`src/inc/mrf_regs.svh`:
```
// register offsets, control bit positions and timing counts of the receive filter block
`ifndef MRF_REGS_SVH
`define MRF_REGS_SVH

`define MRF_CTRL_ADDR       16'h0000
`define MRF_DROP_STAT_ADDR  16'h0052
`define MRF_CTRL_RESET      32'h0000_0000
`define MRF_CTRL_WMASK      32'h003f_0000

`define MRF_BIT_GAP_OFF     21
`define MRF_BIT_BACKOFF_DIS 20
`define MRF_BIT_FCS_PASS    19
`define MRF_BIT_GRP_DISCARD 18
`define MRF_BIT_ONES_DISC   17
`define MRF_BIT_MATCH_EN    16

`define MRF_CLK_NS          20
`define MRF_IPG_NS          9600
`define MRF_IPG_CYC         (`MRF_IPG_NS / `MRF_CLK_NS)
`define MRF_IPG_GLITCH_CYC  ((`MRF_IPG_CYC * 2) / 3)
`define MRF_SLOT_NS         51200
`define MRF_SLOT_CYC        (`MRF_SLOT_NS / `MRF_CLK_NS)
`define MRF_DA_BYTES        6

`endif

```
`src/inc/mrf_pkg.sv`:
```
// types shared by the receive filter block
package mrf_pkg;
    typedef logic [47:0] mrf_mac_addr_t;
    typedef logic [10:0] mrf_word_t;
    typedef enum logic {MRF_BO_IDLE, MRF_BO_WAIT} mrf_bo_state_t;
endpackage

```
`src/core/mrf_skid_fifo.sv`:
```
// two-entry buffer with valid and ready on both sides
`timescale 1ns/1ns
module mrf_skid_fifo
    import mrf_pkg::*;
(
    // clock and reset
    input  wire logic      clk_sys_in,
    input  wire logic      rst_n_in,
    // fill side
    input  wire logic      in_valid_in,
    input  wire mrf_word_t in_word_in,
    output logic           in_ready_out,
    // drain side
    output logic           out_valid_out,
    output mrf_word_t      out_word_out,
    input  wire logic      out_ready_in
);
    mrf_word_t  mem_q [2];
    logic       wr_ptr_q;
    logic       rd_ptr_q;
    logic [1:0] count_q;
    logic       push;
    logic       pop;

    assign in_ready_out  = (count_q != 2'h2);
    assign out_valid_out = (count_q != 2'h0);
    assign out_word_out  = mem_q[rd_ptr_q];
    assign push          = in_valid_in && in_ready_out;
    assign pop           = out_valid_out && out_ready_in;

    always_ff @(posedge clk_sys_in or negedge rst_n_in)
    begin
        if (!rst_n_in)
        begin
            mem_q[0] <= 11'h000;
            mem_q[1] <= 11'h000;
        end
        else if (push)
        begin
            mem_q[wr_ptr_q] <= in_word_in;
        end
    end

    always_ff @(posedge clk_sys_in or negedge rst_n_in)
    begin
        if (!rst_n_in)
        begin
            wr_ptr_q <= 1'b0;
            rd_ptr_q <= 1'b0;
            count_q  <= 2'h0;
        end
        else
        begin
            if (push)
                wr_ptr_q <= ~wr_ptr_q;
            if (pop)
                rd_ptr_q <= ~rd_ptr_q;
            count_q <= count_q + {1'b0, push} - {1'b0, pop};
        end
    end
endmodule // mrf_skid_fifo

```
`src/core/mrf_rx_filter.sv`:
```
// mac control word upper half: gap glitch filter, back-off, receive frame filters
`timescale 1ns/1ns
`include "mrf_regs.svh"
module mrf_rx_filter
    import mrf_pkg::*;
(
    // clock and reset
    input  wire logic          clk_sys_in,
    input  wire logic          rst_n_in,
    // register access
    input  wire logic          reg_wr_in,
    input  wire logic          reg_rd_in,
    input  wire logic [15:0]   reg_addr_in,
    input  wire logic [31:0]   reg_wdata_in,
    output logic      [31:0]   reg_rdata_out,
    // destination match entry
    input  wire mrf_mac_addr_t dest_match_value_in,
    input  wire mrf_mac_addr_t dest_match_mask_in,
    input  wire logic          dest_match_entry_en_in,
    // receive stream from the phy side
    input  wire logic          rx_valid_in,
    input  wire logic [7:0]    rx_data_in,
    input  wire logic          rx_last_in,
    input  wire logic          rx_fcs_bad_in,
    output logic               rx_ready_out,
    // stream towards the host
    output logic               host_valid_out,
    output logic      [7:0]    host_data_out,
    output logic               host_last_out,
    output logic               host_keep_out,
    output logic               footer_drop_flag_out,
    input  wire logic          host_ready_in,
    // statistics and transmit timing
    output logic               rx_dropped_inc_out,
    input  wire logic          crs_in,
    output logic               ipg_done_out,
    input  wire logic          collision_in,
    input  wire logic [9:0]    backoff_slots_in,
    output logic               retransmit_out
);
    localparam logic [9:0]  IPG_CYC   = 10'(`MRF_IPG_CYC);
    localparam logic [9:0]  IPG_GLT   = 10'(`MRF_IPG_GLITCH_CYC);
    localparam logic [11:0] SLOT_CYC  = 12'(`MRF_SLOT_CYC);
    localparam logic [2:0]  DA_LAST   = 3'(`MRF_DA_BYTES - 1);

    function automatic logic is_all_ones(input mrf_mac_addr_t a);
        return &a;
    endfunction

    function automatic logic is_group(input mrf_mac_addr_t a);
        return a[0];
    endfunction

    // control word
    logic [31:0] ctrl_q;
    logic        gap_off;
    logic        backoff_dis;
    logic        fcs_pass;
    logic        grp_disc;
    logic        ones_disc;
    logic        match_en;

    always_ff @(posedge clk_sys_in or negedge rst_n_in)
    begin
        if (!rst_n_in)
            ctrl_q <= `MRF_CTRL_RESET;
        else if (reg_wr_in && reg_addr_in == `MRF_CTRL_ADDR)
            ctrl_q <= reg_wdata_in & `MRF_CTRL_WMASK;
    end

    assign gap_off     = ctrl_q[`MRF_BIT_GAP_OFF];
    assign backoff_dis = ctrl_q[`MRF_BIT_BACKOFF_DIS];
    assign fcs_pass    = ctrl_q[`MRF_BIT_FCS_PASS];
    assign grp_disc    = ctrl_q[`MRF_BIT_GRP_DISCARD];
    assign ones_disc   = ctrl_q[`MRF_BIT_ONES_DISC];
    assign match_en    = ctrl_q[`MRF_BIT_MATCH_EN];

    // unmapped reads answer zero; lower control bits live elsewhere
    always_ff @(posedge clk_sys_in or negedge rst_n_in)
    begin
        if (!rst_n_in)
            reg_rdata_out <= 32'h0000_0000;
        else if (reg_rd_in)
            reg_rdata_out <= (reg_addr_in == `MRF_CTRL_ADDR) ? ctrl_q : 32'h0000_0000;
    end

    // carrier sense comes from the pin: three stages, accept when last two agree
    logic crs_s1_q;
    logic crs_s2_q;
    logic crs_s3_q;
    logic crs_q;

    always_ff @(posedge clk_sys_in or negedge rst_n_in)
    begin
        if (!rst_n_in)
        begin
            crs_s1_q <= 1'b0;
            crs_s2_q <= 1'b0;
            crs_s3_q <= 1'b0;
            crs_q    <= 1'b0;
        end
        else
        begin
            crs_s1_q <= crs_in;
            crs_s2_q <= crs_s1_q;
            crs_s3_q <= crs_s2_q;
            if (crs_s2_q == crs_s3_q)
                crs_q <= crs_s3_q;
        end
    end

    // inter-packet gap counter
    logic [9:0] ipg_cnt_q;
    logic       gap_open_q;
    logic       glitch_ignored;

    assign glitch_ignored = !gap_off && gap_open_q && crs_q && (ipg_cnt_q < IPG_GLT);

    always_ff @(posedge clk_sys_in or negedge rst_n_in)
    begin
        if (!rst_n_in)
        begin
            ipg_cnt_q  <= 10'h000;
            gap_open_q <= 1'b0;
        end
        else if (crs_q && !glitch_ignored)
        begin
            ipg_cnt_q  <= 10'h000;
            gap_open_q <= 1'b0;
        end
        else
        begin
            gap_open_q <= 1'b1;
            if (ipg_cnt_q < IPG_CYC)
                ipg_cnt_q <= ipg_cnt_q + 10'h001;
        end
    end

    assign ipg_done_out = gap_open_q && (ipg_cnt_q == IPG_CYC) && !crs_q;

    // back-off after a collision, counted in slot times
    mrf_bo_state_t bo_state_q;
    logic [11:0]   slot_cyc_q;
    logic [9:0]    slots_left_q;

    always_ff @(posedge clk_sys_in or negedge rst_n_in)
    begin
        if (!rst_n_in)
        begin
            bo_state_q     <= MRF_BO_IDLE;
            slot_cyc_q     <= 12'h000;
            slots_left_q   <= 10'h000;
            retransmit_out <= 1'b0;
        end
        else
        begin
            retransmit_out <= 1'b0;
            case (bo_state_q)
                MRF_BO_IDLE:
                begin
                    if (collision_in)
                    begin
                        if (backoff_dis || backoff_slots_in == 10'h000)
                            retransmit_out <= 1'b1;
                        else
                        begin
                            bo_state_q   <= MRF_BO_WAIT;
                            slot_cyc_q   <= 12'h000;
                            slots_left_q <= backoff_slots_in;
                        end
                    end
                end
                MRF_BO_WAIT:
                begin
                    if (slot_cyc_q == SLOT_CYC - 12'h001)
                    begin
                        slot_cyc_q   <= 12'h000;
                        slots_left_q <= slots_left_q - 10'h001;
                        if (slots_left_q == 10'h001)
                        begin
                            retransmit_out <= 1'b1;
                            bo_state_q     <= MRF_BO_IDLE;
                        end
                    end
                    else
                        slot_cyc_q <= slot_cyc_q + 12'h001;
                end
                default:
                    bo_state_q <= MRF_BO_IDLE;
            endcase
        end
    end

    // destination capture; byte 0 lands in the low bits so its lsb is the group bit
    mrf_mac_addr_t da_q;
    mrf_mac_addr_t da_full;
    logic [2:0]    byte_idx_q;
    logic          addr_drop_q;
    logic          in_take;
    logic          da_done;
    logic          grp_hit;
    logic          ones_hit;
    logic          match_hit;
    logic          match_drop;
    logic          addr_drop_now;
    logic          drop_eff;
    logic          fcs_drop;
    logic          push;
    logic          fifo_ready;
    mrf_word_t     push_word;
    mrf_word_t     pop_word;

    assign in_take  = rx_valid_in && fifo_ready;
    assign da_done  = in_take && (byte_idx_q == DA_LAST);
    assign da_full  = {rx_data_in, da_q[39:0]};
    assign ones_hit = ones_disc && is_all_ones(da_full);
    assign grp_hit  = grp_disc && is_group(da_full) && !is_all_ones(da_full);
    assign match_hit  = dest_match_entry_en_in && match_en
                        && (((da_full ^ dest_match_value_in) & dest_match_mask_in) == 48'h0);
    assign match_drop = match_en && !match_hit;
    assign addr_drop_now = da_done && (grp_hit || ones_hit || match_drop);
    assign drop_eff = addr_drop_q || addr_drop_now;
    assign fcs_drop = rx_fcs_bad_in && !fcs_pass;

    always_ff @(posedge clk_sys_in or negedge rst_n_in)
    begin
        if (!rst_n_in)
        begin
            da_q        <= 48'h0;
            byte_idx_q  <= 3'h0;
            addr_drop_q <= 1'b0;
        end
        else if (in_take)
        begin
            if (byte_idx_q <= DA_LAST)
                da_q[byte_idx_q * 8 +: 8] <= rx_data_in;
            if (rx_last_in)
            begin
                byte_idx_q  <= 3'h0;
                addr_drop_q <= 1'b0;
            end
            else
            begin
                if (byte_idx_q <= DA_LAST)
                    byte_idx_q <= byte_idx_q + 3'h1;
                if (addr_drop_now)
                    addr_drop_q <= 1'b1;
            end
        end
    end

    // statistics pulse, one per frame the group or all-ones filter discards
    always_ff @(posedge clk_sys_in or negedge rst_n_in)
    begin
        if (!rst_n_in)
            rx_dropped_inc_out <= 1'b0;
        else
            rx_dropped_inc_out <= da_done && (grp_hit || ones_hit);
    end

    // a dropped frame still pushes its last word so the host side can roll back
    assign push      = in_take && (rx_last_in || !drop_eff);
    assign push_word = {rx_data_in, rx_last_in, rx_last_in && !(drop_eff || fcs_drop),
                        rx_last_in && rx_fcs_bad_in};

    mrf_skid_fifo u_fifo
    (
        .clk_sys_in    (clk_sys_in),
        .rst_n_in      (rst_n_in),
        .in_valid_in   (push),
        .in_word_in    (push_word),
        .in_ready_out  (fifo_ready),
        .out_valid_out (host_valid_out),
        .out_word_out  (pop_word),
        .out_ready_in  (host_ready_in)
    );

    // the source stalls on a full buffer, so no byte is lost
    assign rx_ready_out         = fifo_ready;
    assign host_data_out        = pop_word[10:3];
    assign host_last_out        = pop_word[2];
    assign host_keep_out        = pop_word[1];
    assign footer_drop_flag_out = pop_word[0];

    ctrl_reserved_a: assert property (@(posedge clk_sys_in) disable iff (!rst_n_in)
        reg_rd_in |=> reg_rdata_out[31:22] == 10'h000 && reg_rdata_out[15:0] == 16'h0000)
        else $error("unused control bits read nonzero");

    gap_off_ctrl_a: assert property (@(posedge clk_sys_in) disable iff (!rst_n_in)
        reg_wr_in && reg_addr_in == `MRF_CTRL_ADDR |=> gap_off == $past(reg_wdata_in[`MRF_BIT_GAP_OFF]))
        else $error("gap filter disable bit not stored");

    gap_glitch_a: assert property (@(posedge clk_sys_in) disable iff (!rst_n_in)
        !gap_off && gap_open_q && crs_q && ipg_cnt_q < IPG_GLT && ipg_cnt_q != 10'h000
        |=> ipg_cnt_q == $past(ipg_cnt_q) + 10'h001)
        else $error("gap counter restarted by early glitch");

    backoff_skip_a: assert property (@(posedge clk_sys_in) disable iff (!rst_n_in)
        bo_state_q == MRF_BO_IDLE && collision_in && backoff_dis |=> retransmit_out ##1 !retransmit_out)
        else $error("no immediate retransmit with back-off off");

    fcs_drop_a: assert property (@(posedge clk_sys_in) disable iff (!rst_n_in)
        push && rx_last_in && rx_fcs_bad_in && !fcs_pass |-> !push_word[1])
        else $error("bad checksum frame kept");

    footer_flag_a: assert property (@(posedge clk_sys_in) disable iff (!rst_n_in)
        push && rx_last_in && rx_fcs_bad_in && push_word[1] |-> push_word[0] && fcs_pass)
        else $error("forwarded bad frame lacks footer flag");

    group_count_a: assert property (@(posedge clk_sys_in) disable iff (!rst_n_in)
        da_done && grp_disc && !is_all_ones(da_full) && da_q[0]
        |=> rx_dropped_inc_out ##1 !rx_dropped_inc_out)
        else $error("group discard not counted once");

    ones_spared_a: assert property (@(posedge clk_sys_in) disable iff (!rst_n_in)
        da_done && is_all_ones(da_full) && !ones_disc && !match_en |=> !addr_drop_q)
        else $error("all-ones frame dropped by group filter");

    promisc_a: assert property (@(posedge clk_sys_in) disable iff (!rst_n_in)
        da_done && !match_en && !grp_disc && !ones_disc && !rx_last_in |=> !addr_drop_q)
        else $error("frame dropped in promiscuous mode");
endmodule // mrf_rx_filter

```
`config.mk`:
```
export PLATFORM = sky130hd
export DESIGN_NAME = mrf_rx_filter
export DESIGN_NICKNAME = d
export VERILOG_FILES = /design/src/inc/mrf_pkg.sv /design/src/core/mrf_skid_fifo.sv /design/src/core/mrf_rx_filter.sv
export VERILOG_INCLUDE_DIRS = /design/src /design/src/inc
export SDC_FILE = /design/constraint.sdc
export NUM_CORES = 1
export LEC_CHECK = 0
export ABC_CLOCK_PERIOD_IN_PS = 2700
export BUFFER_PORTS_ARGS = -buffer_cell sky130_fd_sc_hd__buf_2
export CAP_MARGIN = 10
export CORE_ASPECT_RATIO = 0.7
export CORE_MARGIN = 8
export CORE_UTILIZATION = 47
export DETAILED_ROUTE_END_ITERATION = 10
export PLACE_DENSITY = 0.89
export SYNTH_ARGS = -nofsm -noshare
export SYNTH_HDL_FRONTEND = slang
export SYNTH_HIERARCHICAL = 1
export SYNTH_SLANG_ARGS = --single-unit
```
`constraint.sdc`:
```
create_clock -name clk_sys_in -period 2.7 [get_ports clk_sys_in]
set_clock_uncertainty 0.05 [all_clocks]
set_input_delay 0.27 -clock clk_sys_in [delete_from_list [all_inputs] [get_ports clk_sys_in]]
set_output_delay 0.27 -clock clk_sys_in [all_outputs]
set_load 0.05 [all_outputs]
```
==> summary.txt, run 1 <==
Outcome
  – Status: complete, but fails checks
  – Failing checks: setup timing

Global routing
  – Grt peak-use layer: met2
  – Pin count of the biggest net entering global routing: approximately 100
  – GR Layer Usage met2: ~37%
  – Initial antenna violation count: 1
  – Total grt overflow: 0
  – Met1 usage: 30.5%
  – Vias in the first global route: around 6,400
  – First-pass GRT wire length: roughly 34,000 µm
  – Met3 usage: between 6 and 7%
  – Total track usage: between 20% and 30%

Critical path
  – Critical path required time: between 2 and 3 ns
  – CP Cell Sequence: buf_6 -> xor2_1 -> a22oi_1 -> nand4_1 -> nor4_2 -> nand4_1 -> o211ai_1 -> buf_4 -> and3b_4 -> buf_12 -> mux2_4
  – Slowest CP cell: dfrtp_1
  – CP startpoint kind: flip-flop
  – CP endpoint kind: flip-flop
  – CP bufs+invs: 3
  – Reg-to-reg critical path startpoint: da_q[38]$_DFFE_PN0P_
  – CP peak stage delay: around 0.40 ns
  – WS Path Type: flip-flop to flip-flop
  – Delay-heaviest family, CP: simple AND/OR/NAND/NOR gates
  – R2R Setup Slk: -0.16 ns
  – Most common cell on crit path: nand4_1
  – Crit path DAT: 3.10 ns
  – Critical path peak fanout: 5
  – Register-to-Register Path Depth: 11
  – Worst r2r dst: u_fifo/mem_q[16]$_DFFE_PN0P_

Hold path
  – Hold Path Class: primary input to flip-flop
  – Hold Crit Depth: 2
  – Hold-critical path endpoint: ctrl_q[20]$_DFFE_PN0P_
  – Hold Crit Start: reg_wdata_in[20]

Power
  – Pint: between 0.006 and 0.007 W
  – Leak: 4.41 nW
  – Switching Share: between 30% and 40%
  – Seq pwr share: a little under a third
  – Logic pwr share: between 40% and 50%
  – Clk pwr share: 25.5%
  – P_sw: between 0.003 and 0.004 W
  – PwrDens: a little over 1000 nW/µm²
  – Maximum vdd drop: about 1.3 mV

Logic synthesis
  – Mapped cell area: 6810 µm²
  – Count leader, synth: dfrtp_1
  – Area leader, netlist: dfrtp_1
  – Synthesis Warnings: 6
  – Post-synth EDFFs: 0
  – Proportion of synthesized chip area in sequential cells: about 45%
  – Ys flop type: dfrtp_1
  – #FFs+latches synth: roughly 120
  – Yosys cell types: 59
  – Most frequent cells after synthesis: 122 x dfrtp_1, 56 x mux2_2, 54 x xor2_1, 41 x a22oi_1, 36 x nand2_1
  – Async set-reset flop share out of synthesis: 100%
  – Post-Syn Area per Cell: approximately 11 µm²
  – Top-area cell type share of the netlist area: about 45%
  – Synth area leaders: dfrtp_1 45%, mux2_2 9.3%, xor2_1 6.9%
  – Post-Syn Instances: 628

Floorplan
  – Row cnt: 36
  – Core Region: around 14,000 µm²
  – Die Width: around 160 µm
  – DIE AREA: roughly 19,000 µm²
  – Initial core utilization: 48.5%
  – Io pins: between 200 and 250
  – Die Span Y: approximately 120 µm

Cells and area
  – # diodes: 0
  – Fin util: around 65%
  – Layout area overhead: 33.4%
  – Nets: 1,065
  – Post-route cell area: 9080 µm²
  – Final Non-Filler Cells: about 1,100
  – Layout cells sized above 1: between 40 and 50%

Timing
  – Max-slew headroom: a little over three fifths
  – Maximum clock rate: between 0.3 and 0.4 GHz
  – Setup Viol. Count Final: 23
  – Minimum clock period: around 2.9 ns
  – Worst-margin pin slew: between 0.5 and 0.6 ns
  – Period utilisation layout: 106%
  – Setup TNS: -3.15 ns
  – Hold Fails Final Rpt: 0
  – RSZ-0062 raised after global routing: true
  – PnR worst setup slack: -0.158 ns
  – Slew Viols, Final: 0

Drt
  – Antenna-violating nets left: 0
  – DRT iter0 DRCs: 445
  – DRC violations left: 0
  – Vias: around 6,000
  – DRT Pass-1 Iters: 5
  – Routed WL: ~22,000 µm
  – Mean number of vias per cell: about 5.5
  – Post-DR wirelength/cell: 20.5 µm

Clocking
  – TritonCTS clock tree: yes
  – # clock sinks: ~120
  – H-tree Lvls: 4
  – CTS max path bufs: 2
  – CTS Buf Count: 17
  – Later-pin clock latency in the skew report: around 0.4 ns
  – Clock slew at reported path FFs: roughly 0.060 ns
  – CTS root buf: clkbuf_16

Run
  – Max cap viols: 0

Place
  – Port buffer count: approximately 170
  – GPL Wtd Cong: roughly 1
  – Placed Area: around 8300 µm²
  – Place WS: -0.268 ns
  – Detailed placer's ending HPWL: approximately 17,000 µm
  – Placed insts: around 1,000
-- sequential cells by signal, summed over array words and instances (netlist names), 2 cells and up --
| register | cells |
|---|---|
| byte_idx_q | 3 |
| slot_cyc_q | 12 |
| da_q | 40 |
| slots_left_q | 10 |
| ipg_cnt_q | 10 |
| u_fifo/count_q | 2 |
| ctrl_q | 6 |
| u_fifo/mem_q | 22 |
| reg_rdata_out | 6 |
-- metal layers --
metal  wire, µm  up-vias  part of all wire (%)
met5         11        -                 0.049
met4        577        2                   2.6
met3       1580       41                   7.1
met2      10100      278                    45
met1       9990     2917                    45
li1           -     2777                     -
-- how the worst max path moves through the flow --
stage                                           start                      endpoint  cells after the start
final                            da_q[38]$_DFFE_PN0P_  u_fifo/mem_q[16]$_DFFE_PN0P_                     11
after floorplan           u_fifo/count_q[0]$_DFF_PN0_  u_fifo/mem_q[11]$_DFFE_PN0P_                     10
after detailed placement                rx_data_in[6]  u_fifo/mem_q[10]$_DFFE_PN0P_                     10
after global routing             da_q[38]$_DFFE_PN0P_  u_fifo/mem_q[16]$_DFFE_PN0P_                     11
after global placement                  rx_data_in[6]  u_fifo/mem_q[10]$_DFFE_PN0P_                     10
after CTS                         da_q[0]$_DFFE_PN0P_  u_fifo/mem_q[16]$_DFFE_PN0P_                     11
-- layout make-up --
cell class	instances	area (µm²)
clock inverter	11	169
multi-input combinational	471	3560
tap	190	238
inverter	22	82.6
clock buffer	21	460
sequential	122	3050
fill	1140	4970
timing repair buffer	248	1520
-- worst reg2reg max path, stage by stage, from the launching register on --
cell and delay, ns:
dfrtp_1 0.40, buf_6 0.13, xor2_1 0.15, a22oi_1 0.23
nand4_1 0.15, nor4_2 0.31, nand4_1 0.25, o211ai_1 0.24
buf_4 0.16, and3b_4 0.25, buf_12 0.13, mux2_4 0.29
-- cells in the final DEF, fill, tap and decap left out, types with 22 or more instances in the layout --
cell,synthesis,layout
nand2_1,36,36
mux2_2,56,54
a22oi_1,41,41
mux2_4,20,22
conb_1,1,26
o21ai_0,35,35
dfrtp_1,122,122
nand4_1,31,31
buf_4,26,71
buf_2,3,167
nor2_1,26,26
xor2_1,54,54
-- through the flow --
stage | hold WS (ns) | total power, W
floorplan | -0.0756 | 0.00535
global placement | 0.112 | 0.00665
detailed placement | 0.114 | 0.00678
CTS | 0.0368 | 0.00934
global route | 0.0255 | 0.00990
finish | 0.0358 | 0.00944
-- power by group through the flow --
stage          Combinational, W  Clock, W  Sequential [W]
2_1_floorplan           0.00249         0         0.00287
3_3_place_gp            0.00376         0         0.00289
3_5_place_dp            0.00386         0         0.00292
4_1_cts                 0.00400   0.00242         0.00291
5_1_grt                 0.00437   0.00254         0.00299
6_report                0.00410   0.00241         0.00293
-- timing repair --
| item | CTS | global route |
|---|---|---|
| hold endpoints to repair | 20 | 0 |
| pin swaps | 7 | 2 |
| buffers inserted | 6 | 0 |
| hold buffers | 2 | 0 |
| resized for setup | 6 | 8 |
| setup endpoints to repair | 24 | 32 |
-- cells by family after synthesis --
family,share of synthesized area [%]
adder cells (fa/ha/maj),1.98
AO/OA/AOI/OAI,11.2
XOR/XNOR,7.85
flip-flops,44.8
buffers and inverters,5.13
multiplexers,14.4
AND/OR/NAND/NOR,14.6
other,0.0551
(Power assumes the default switching activity.)
==> run 2: changes to the inputs <==
CORE_ASPECT_RATIO = 0.5   (was 0.7)
==> summary.txt, run 2 (same netlist as run 1, synthesis figures left out) <==
Power
  – Pint: 0.00601 W (+0.16%)
  – Maximum vdd drop: 0.680 mV (-49%)
  – Leak: 4.40 nW (-0.24%)
  – Seq pwr share: 30.8% (-0.3 points)
  – P_sw: 0.00368 W (+7.3%)
  – Clk pwr share: 25.8% (+0.3 points)
  – Logic pwr share: 43.4% (about the same)
  – PwrDens: 1060 nW/µm² (+2.4%)
  – Pwr Total: 0.00969 W (+2.7%)
  – Switching Share: 38.0% (+1.6 points)

Timing
  – Minimum clock period: 2.87 ns (+0.00872 ns)
  – Max-slew headroom: 64.0% (+0.68 points)
  – Slew Viols, Final: 0 (unchanged)
  – PnR worst setup slack: -0.166 ns (-0.00872 ns)
  – RSZ-0062 raised after global routing: true
  – Hold slack: 0.0320 ns (-0.00380 ns)
  – Period utilisation layout: 106% (+0.32 points)
  – Worst-margin pin slew: 0.541 ns (-0.0101 ns)
  – Setup Viol. Count Final: 23 (unchanged)
  – Maximum clock rate: 0.349 GHz (-0.30%)
  – Hold Fails Final Rpt: 0 (unchanged)

Global routing
  – Pin count of the biggest net entering global routing: 67 (-36%)
  – Total grt overflow: 0 (unchanged)
  – First-pass GRT wire length: 35,200 µm (+3.3%)
  – Initial antenna violation count: 0 (-1)
  – Vias in the first global route: 6,599 (+3.8%)
  – Total track usage: 24.2% (+0.58 points)

Drt
  – DRC violations left: 0 (unchanged)
  – DRT iter0 DRCs: 592 (+33%)
  – Mean number of vias per cell: 5.82 (+5.0%)
  – DRT Pass-1 Iters: 5 (unchanged)
  – Post-DR wirelength/cell: 21.9 µm (+6.7%)
  – Vias: 6,371 (+5.9%)
  – Antenna-violating nets left: 0 (unchanged)
  – Routed WL: 23,900 µm (+7.7%)

Place
  – Detailed placer's ending HPWL: 16,700 µm (-1.3%)
  – Port buffer count: 168 (unchanged)
  – Placed Area: 8270 µm² (-0.51%)
  – Placed insts: 1,051 (+0.57%)
  – GPL Wtd Cong: 0.934 (-5.0%)

Cells and area
  – Final Non-Filler Cells: 1,095 (+0.92%)
  – Most frequent cells in the layout: 168 x buf_2, 122 x dfrtp_1, 74 x buf_4
  – # diodes: 0 (unchanged)
  – Biggest regs: da_q (40), u_fifo/mem_q (22), slot_cyc_q (12)
  – Post-route cell area: 9110 µm² (+0.34%)
  – Fin util: 63.7% (-0.95 points)
  – Largest register FFs: 40 (unchanged)
  – Commonest non-fill, non-tap cell in the layout: buf_2
  – Layout cells sized above 1: 42.6% (+1.0 points)
  – Register with the most flip-flops: da_q
  – Nets: 1,067 (+0.19%)
  – Layout area overhead: 33.9%
  – Fillers: 1,048 (-8.1%)

Floorplan
  – Row cnt: 31 (-14%)
  – Core Region: 14,300 µm² (+1.8%)
  – Die Width: 186 µm (+16%)
  – Io pins: 221 (unchanged)
  – Die Span Y: 101 µm (-13%)
  – DIE AREA: 18,800 µm² (+0.92%)
  – Initial core utilization: 47.6% (-0.88 points)

Outcome
  – Status: complete, but fails checks
  – Failing checks: setup timing

Clocking
  – CTS root buf: clkbuf_16
  – CTS Buf Count: 17 (unchanged)
  – CTS max path bufs: 2 (unchanged)
  – H-tree Lvls: 4 (unchanged)
  – # clock sinks: 122 (unchanged)
  – TritonCTS clock tree: yes
  – Later-pin clock latency in the skew report: 0.42 ns (about the same)
  – Clock slew at reported path FFs: 0.06 ns (about the same)

Critical path
  – Crit path DAT: 3.12 ns (+0.02 ns)
  – WS Path Type: flip-flop to flip-flop
  – Register-to-Register Path Depth: 11 (unchanged)
  – Critical path peak fanout: 5 (unchanged)
  – R2R Setup Slk: -0.17 ns (about the same)
  – Reg-to-reg critical path startpoint: da_q[4]$_DFFE_PN0P_
  – Critical path required time: 2.95 ns (about the same)
  – CP endpoint kind: flip-flop
  – Worst r2r dst: u_fifo/mem_q[19]$_DFFE_PN0P_
  – CP startpoint kind: flip-flop

Hold path
  – Hold Crit Start: reg_wdata_in[20]
  – Hold Path Class: primary input to flip-flop
  – Hold-critical path endpoint: ctrl_q[20]$_DFFE_PN0P_
  – Hold Crit Depth: 2 (unchanged)

Run
  – Max cap viols: 0 (unchanged)
[run 2: changes by cell type in the layout (fill, tap and decap cells not counted), sizes merged]
| cell | delta |
|---|---|
| buf | +1 |
| bufinv | +1 |
| clkinvlp | +3 |
| clkbuf | -3 |
| and3 | +1 |
| clkinv | -1 |
[run 2: area by class of cell]
cell class | count | area [µm²] | share of cell area, %
multi-input combinational | 472 | 3600 | 39.5
sequential | 122 | 3050 | 33.5
timing repair buffer | 249 | 1480 | 16.3
clock buffer | 18 | 429 | 4.71
tap | 198 | 248 | 2.72
clock inverter | 14 | 221 | 2.43
inverter | 22 | 86.3 | 0.947
[run 2: repair_timing]
item,in CTS,in global routing
cloned,1,1
hold buffers,2,0
pin swaps,12,6
setup endpoints to repair,29,38
resized for setup,14,9
buffers inserted,4,5
endpoints found under the hold margin,24,0
[run 2: worst max-delay path, cell delays in order (launching register included)]
cell and delay [ns]:
dfrtp_1 0.39, nand4_1 0.16, nor4_2 0.30, nand3_1 0.18, mux2i_1 0.18, buf_4 0.15, or3_1 0.30, o211ai_1 0.17
buf_4 0.16, and3b_4 0.27, buf_6 0.14, mux2_4 0.30
[run 2: routing by layer]
| layer | GRT usage (%) | vias to the layer above | share of wire, % |
|---|---|---|---|
| met2 | 41.8 | 415 | 49 |
| met1 | 27.6 | 3057 | 36 |
| li1 | - | 2781 | - |
| met4 | 13.9 | 0 | 5.7 |
| met3 | 5.22 | 118 | 9.3 |
| met5 | 0 | - | 0 |
[run 2: metrics by stage]
step	setup WS (ns)	TNS, ns
after floorplan	0.0381	0
after global placement	-0.192	-3.52
after detailed placement	-0.191	-3.73
after CTS	-0.0946	-1.02
after global routing	-0.287	-6.15
final	-0.166	-2.60
[run 2: power groups by stage]
stage               logic [W]  clock network (W)  registers, W
finish                0.00420            0.00250       0.00299
global route          0.00440            0.00261       0.00305
CTS                   0.00397            0.00251       0.00295
detailed placement    0.00381                  0       0.00293
global placement      0.00367                  0       0.00288
floorplan             0.00249                  0       0.00287
[run 2: how the worst max path moves through the flow]
stage	startpoint	end	slack, ns	depth (start not counted)
4_1_cts	da_q[9]$_DFFE_PN0P_	u_fifo/mem_q[17]$_DFFE_PN0P_	-0.09	11
3_5_place_dp	rx_data_in[7]	u_fifo/mem_q[10]$_DFFE_PN0P_	-0.19	9
6_report	da_q[4]$_DFFE_PN0P_	u_fifo/mem_q[19]$_DFFE_PN0P_	-0.17	11
2_1_floorplan	u_fifo/count_q[0]$_DFF_PN0_	u_fifo/mem_q[11]$_DFFE_PN0P_	0.04	10
3_3_place_gp	da_q[39]$_DFFE_PN0P_	u_fifo/mem_q[10]$_DFFE_PN0P_	-0.19	8
5_1_grt	da_q[38]$_DFFE_PN0P_	u_fifo/mem_q[19]$_DFFE_PN0P_	-0.29	11
==> run 3: changes to the inputs <==
CORE_UTILIZATION = 39   (was 47)
HOLD_SLACK_MARGIN = 0.03   (was not set)
PLACE_DENSITY = 0.78   (was 0.89)
==> summary.txt, run 3 (same netlist as run 1, synthesis figures left out) <==
Outcome
  – Status: complete, but fails checks
  – Failing checks: setup timing

Floorplan
  – Die Width: 203 µm (+8.9%)
  – Die Span Y: 109 µm (+8.2%)
  – Core Region: 17,200 µm² (+20%)
  – Io pins: 221 (unchanged)
  – DIE AREA: 22,200 µm² (+18%)
  – Initial core utilization: 39.5% (-8.1 points)
  – Row cnt: 34 (+9.7%)

Timing
  – Max-slew headroom: 64.8% (+0.82 points)
  – Period utilisation layout: 108% (+1.6 points)
  – Worst-margin pin slew: 0.523 ns (-0.0171 ns)
  – Setup Viol. Count Final: 23 (unchanged)
  – Maximum clock rate: 0.344 GHz (-1.5%)
  – RSZ-0062 raised after global routing: true
  – Hold slack: 0.0461 ns (+0.0141 ns)
  – Minimum clock period: 2.91 ns (+0.0425 ns)
  – Slew Viols, Final: 0 (unchanged)
  – Hold Fails Final Rpt: 0 (unchanged)
  – PnR worst setup slack: -0.209 ns (-0.0425 ns)

Clocking
  – CTS Buf Count: 17 (unchanged)
  – TritonCTS clock tree: yes
  – CTS max path bufs: 2 (unchanged)
  – H-tree Lvls: 4 (unchanged)
  – CTS root buf: clkbuf_16
  – Later-pin clock latency in the skew report: 0.42 ns (about the same)
  – # clock sinks: 122 (unchanged)
  – Clock slew at reported path FFs: 0.06 ns (about the same)

Global routing
  – First-pass GRT wire length: 33,900 µm (-3.8%)
  – Total grt overflow: 0 (unchanged)
  – Pin count of the biggest net entering global routing: 43 (-36%)
  – Initial antenna violation count: 2 (+2)
  – Vias in the first global route: 6,145 (-6.9%)
  – Total track usage: 19.4% (-4.7 points)

Drt
  – Routed WL: 22,200 µm (-7.2%)
  – DRT Pass-1 Iters: 7 (+2)
  – Post-DR wirelength/cell: 19.6 µm (-10%)
  – Antenna-violating nets left: 0 (unchanged)
  – DRT iter0 DRCs: 547 (-7.6%)
  – Mean number of vias per cell: 5.30 (-9.0%)
  – Vias: 6,001 (-5.8%)
  – DRC violations left: 0 (unchanged)

Cells and area
  – # diodes: 0 (unchanged)
  – Biggest regs: da_q (40), u_fifo/mem_q (22), slot_cyc_q (12)
  – Most frequent cells in the layout: 167 x buf_2, 121 x dfrtp_1, 70 x buf_4
  – Register with the most flip-flops: da_q
  – Post-route cell area: 9260 µm² (+1.6%)
  – Largest register FFs: 40 (unchanged)
  – Commonest non-fill, non-tap cell in the layout: buf_2
  – Layout cells sized above 1: 42.8% (+0.24 points)
  – Nets: 1,069 (+0.19%)
  – Layout area overhead: 36.0%

Place
  – Detailed placer's ending HPWL: 16,700 µm (about the same)
  – GPL Wtd Cong: 0.961 (+2.9%)
  – Port buffer count: 168 (unchanged)
  – Placed Area: 8340 µm² (+0.85%)

Critical path
  – Slowest CP cell: dfrtp_1
  – CP peak stage delay: 0.37 ns (-0.02 ns)
  – Critical path required time: 2.94 ns (about the same)
  – Crit path DAT: 3.15 ns (+0.03 ns)
  – Most common cell on crit path: buf_4
  – CP Cell Sequence: buf_4 -> nand4_1 -> nor4_2 -> nand3_1 -> mux2i_1 -> buf_4 -> or3_1 -> o211ai_1 -> and3_4 -> clkbuf_16 -> mux2_4
  – CP startpoint kind: flip-flop
  – WS Path Type: flip-flop to flip-flop
  – Critical path peak fanout: 5 (unchanged)
  – CP endpoint kind: flip-flop

Power
  – PwrDens: 1020 nW/µm² (-4.3%)
  – Pwr Total: 0.00943 W (-2.8%)
  – Maximum vdd drop: 0.530 mV (-22%)
  – Leak: 4.43 nW (+0.65%)

Run
  – Max cap viols: 0 (unchanged)

Hold path
  – Hold Path Class: primary input to flip-flop
==> run 3: cell types whose count changed in the layout (fill, tap and decap cells not counted), moves of 4 or more <==
| cell | previous run | this run |
|---|---|---|
| dlygate4sd3_1 | 2 | 6 |
| a22oi_1 | 39 | 35 |
| buf_4 | 74 | 70 |
| xor2_1 | 53 | 49 |
| a22oi_2 | 2 | 6 |
==> run 3: area by class of cell <==
cell class	instances	area, µm²
flip-flops and latches	122	3050
multi-input cells	471	3630
inverters	22	82.6
repair buffers	252	1560
fillers	1480	7970
well taps	234	293
clock buffers	19	443
clock inverters	13	193
==> run 3: what timing repair did <==
item                                    CTS  global route
endpoints found under the hold margin    36             1
hold buffers                              5             1
endpoints found under the setup margin   23            47
buffers inserted                          2             5
resized for setup                         8            20
cloned                                    0             1
pin swaps                                 7            19
==> run 3: routing by layer <==
| layer | up-vias | wire [µm] | part of all wire [%] | global-route usage [%] |
|---|---|---|---|---|
| met4 | 4 | 532 | 2.4 | 6.18 |
| met2 | 268 | 11100 | 50 | 34.1 |
| met1 | 2898 | 8740 | 39 | 23.6 |
| met5 | - | 22 | 0.099 | 0 |
| met3 | 49 | 1790 | 8.1 | 4.82 |
| li1 | 2782 | - | - | - |
==> run 3: worst max-delay path, delay by kind of cell (launching register included) <==
family	cells	cell delay, ns
DFF	1	0.37
buffers and inverters	3	0.42
and+or+nand+nor	5	1.20
muxes	2	0.46
AOI/OAI and AO/OA	1	0.28
==> run 3: where the power goes <==
group / switching, W / internal [W] / total (W)
Combinational: 0.00209 / 0.00192 / 0.00401
Clock: 0.000876 / 0.00158 / 0.00245
Sequential: 0.000515 / 0.00244 / 0.00296
==> run 3: worst paths after layout <==
kind,endpoint,cells after the start,slack (ns),from
worst max-delay path,u_fifo/mem_q[6]$_DFFE_PN0P_,11,-0.21,da_q[4]$_DFFE_PN0P_
max in group asynchronous,retransmit_out$_DFF_PN0_,3,1.56,rst_n_in
worst max register to register,u_fifo/mem_q[6]$_DFFE_PN0P_,11,-0.21,da_q[4]$_DFFE_PN0P_
min in group asynchronous,da_q[18]$_DFFE_PN0P_,2,0.30,rst_n_in
worst min register to register,crs_s2_q$_DFF_PN0_,0,0.30,crs_s1_q$_DFF_PN0_
worst min-delay path,slots_left_q[2]$_DFFE_PN0P_,3,0.05,backoff_slots_in[2]
==> run 3: per-stage QoR <==
| step | utilization [%] | setup slack [ns] | instances | TNS [ns] |
|---|---|---|---|---|
| 3_5_place_dp | 48.4 | -0.267 | 1087 | -5.57 |
| 2_1_floorplan | - | 0.0381 | 653 | 0 |
| 4_1_cts | 52.7 | -0.102 | 1126 | -1.85 |
| 6_report | 53.8 | -0.209 | 1133 | -4.19 |
| 3_3_place_gp | 48.4 | -0.188 | 1087 | -3.85 |
| 5_1_grt | 53.8 | -0.375 | 1133 | -8.23 |
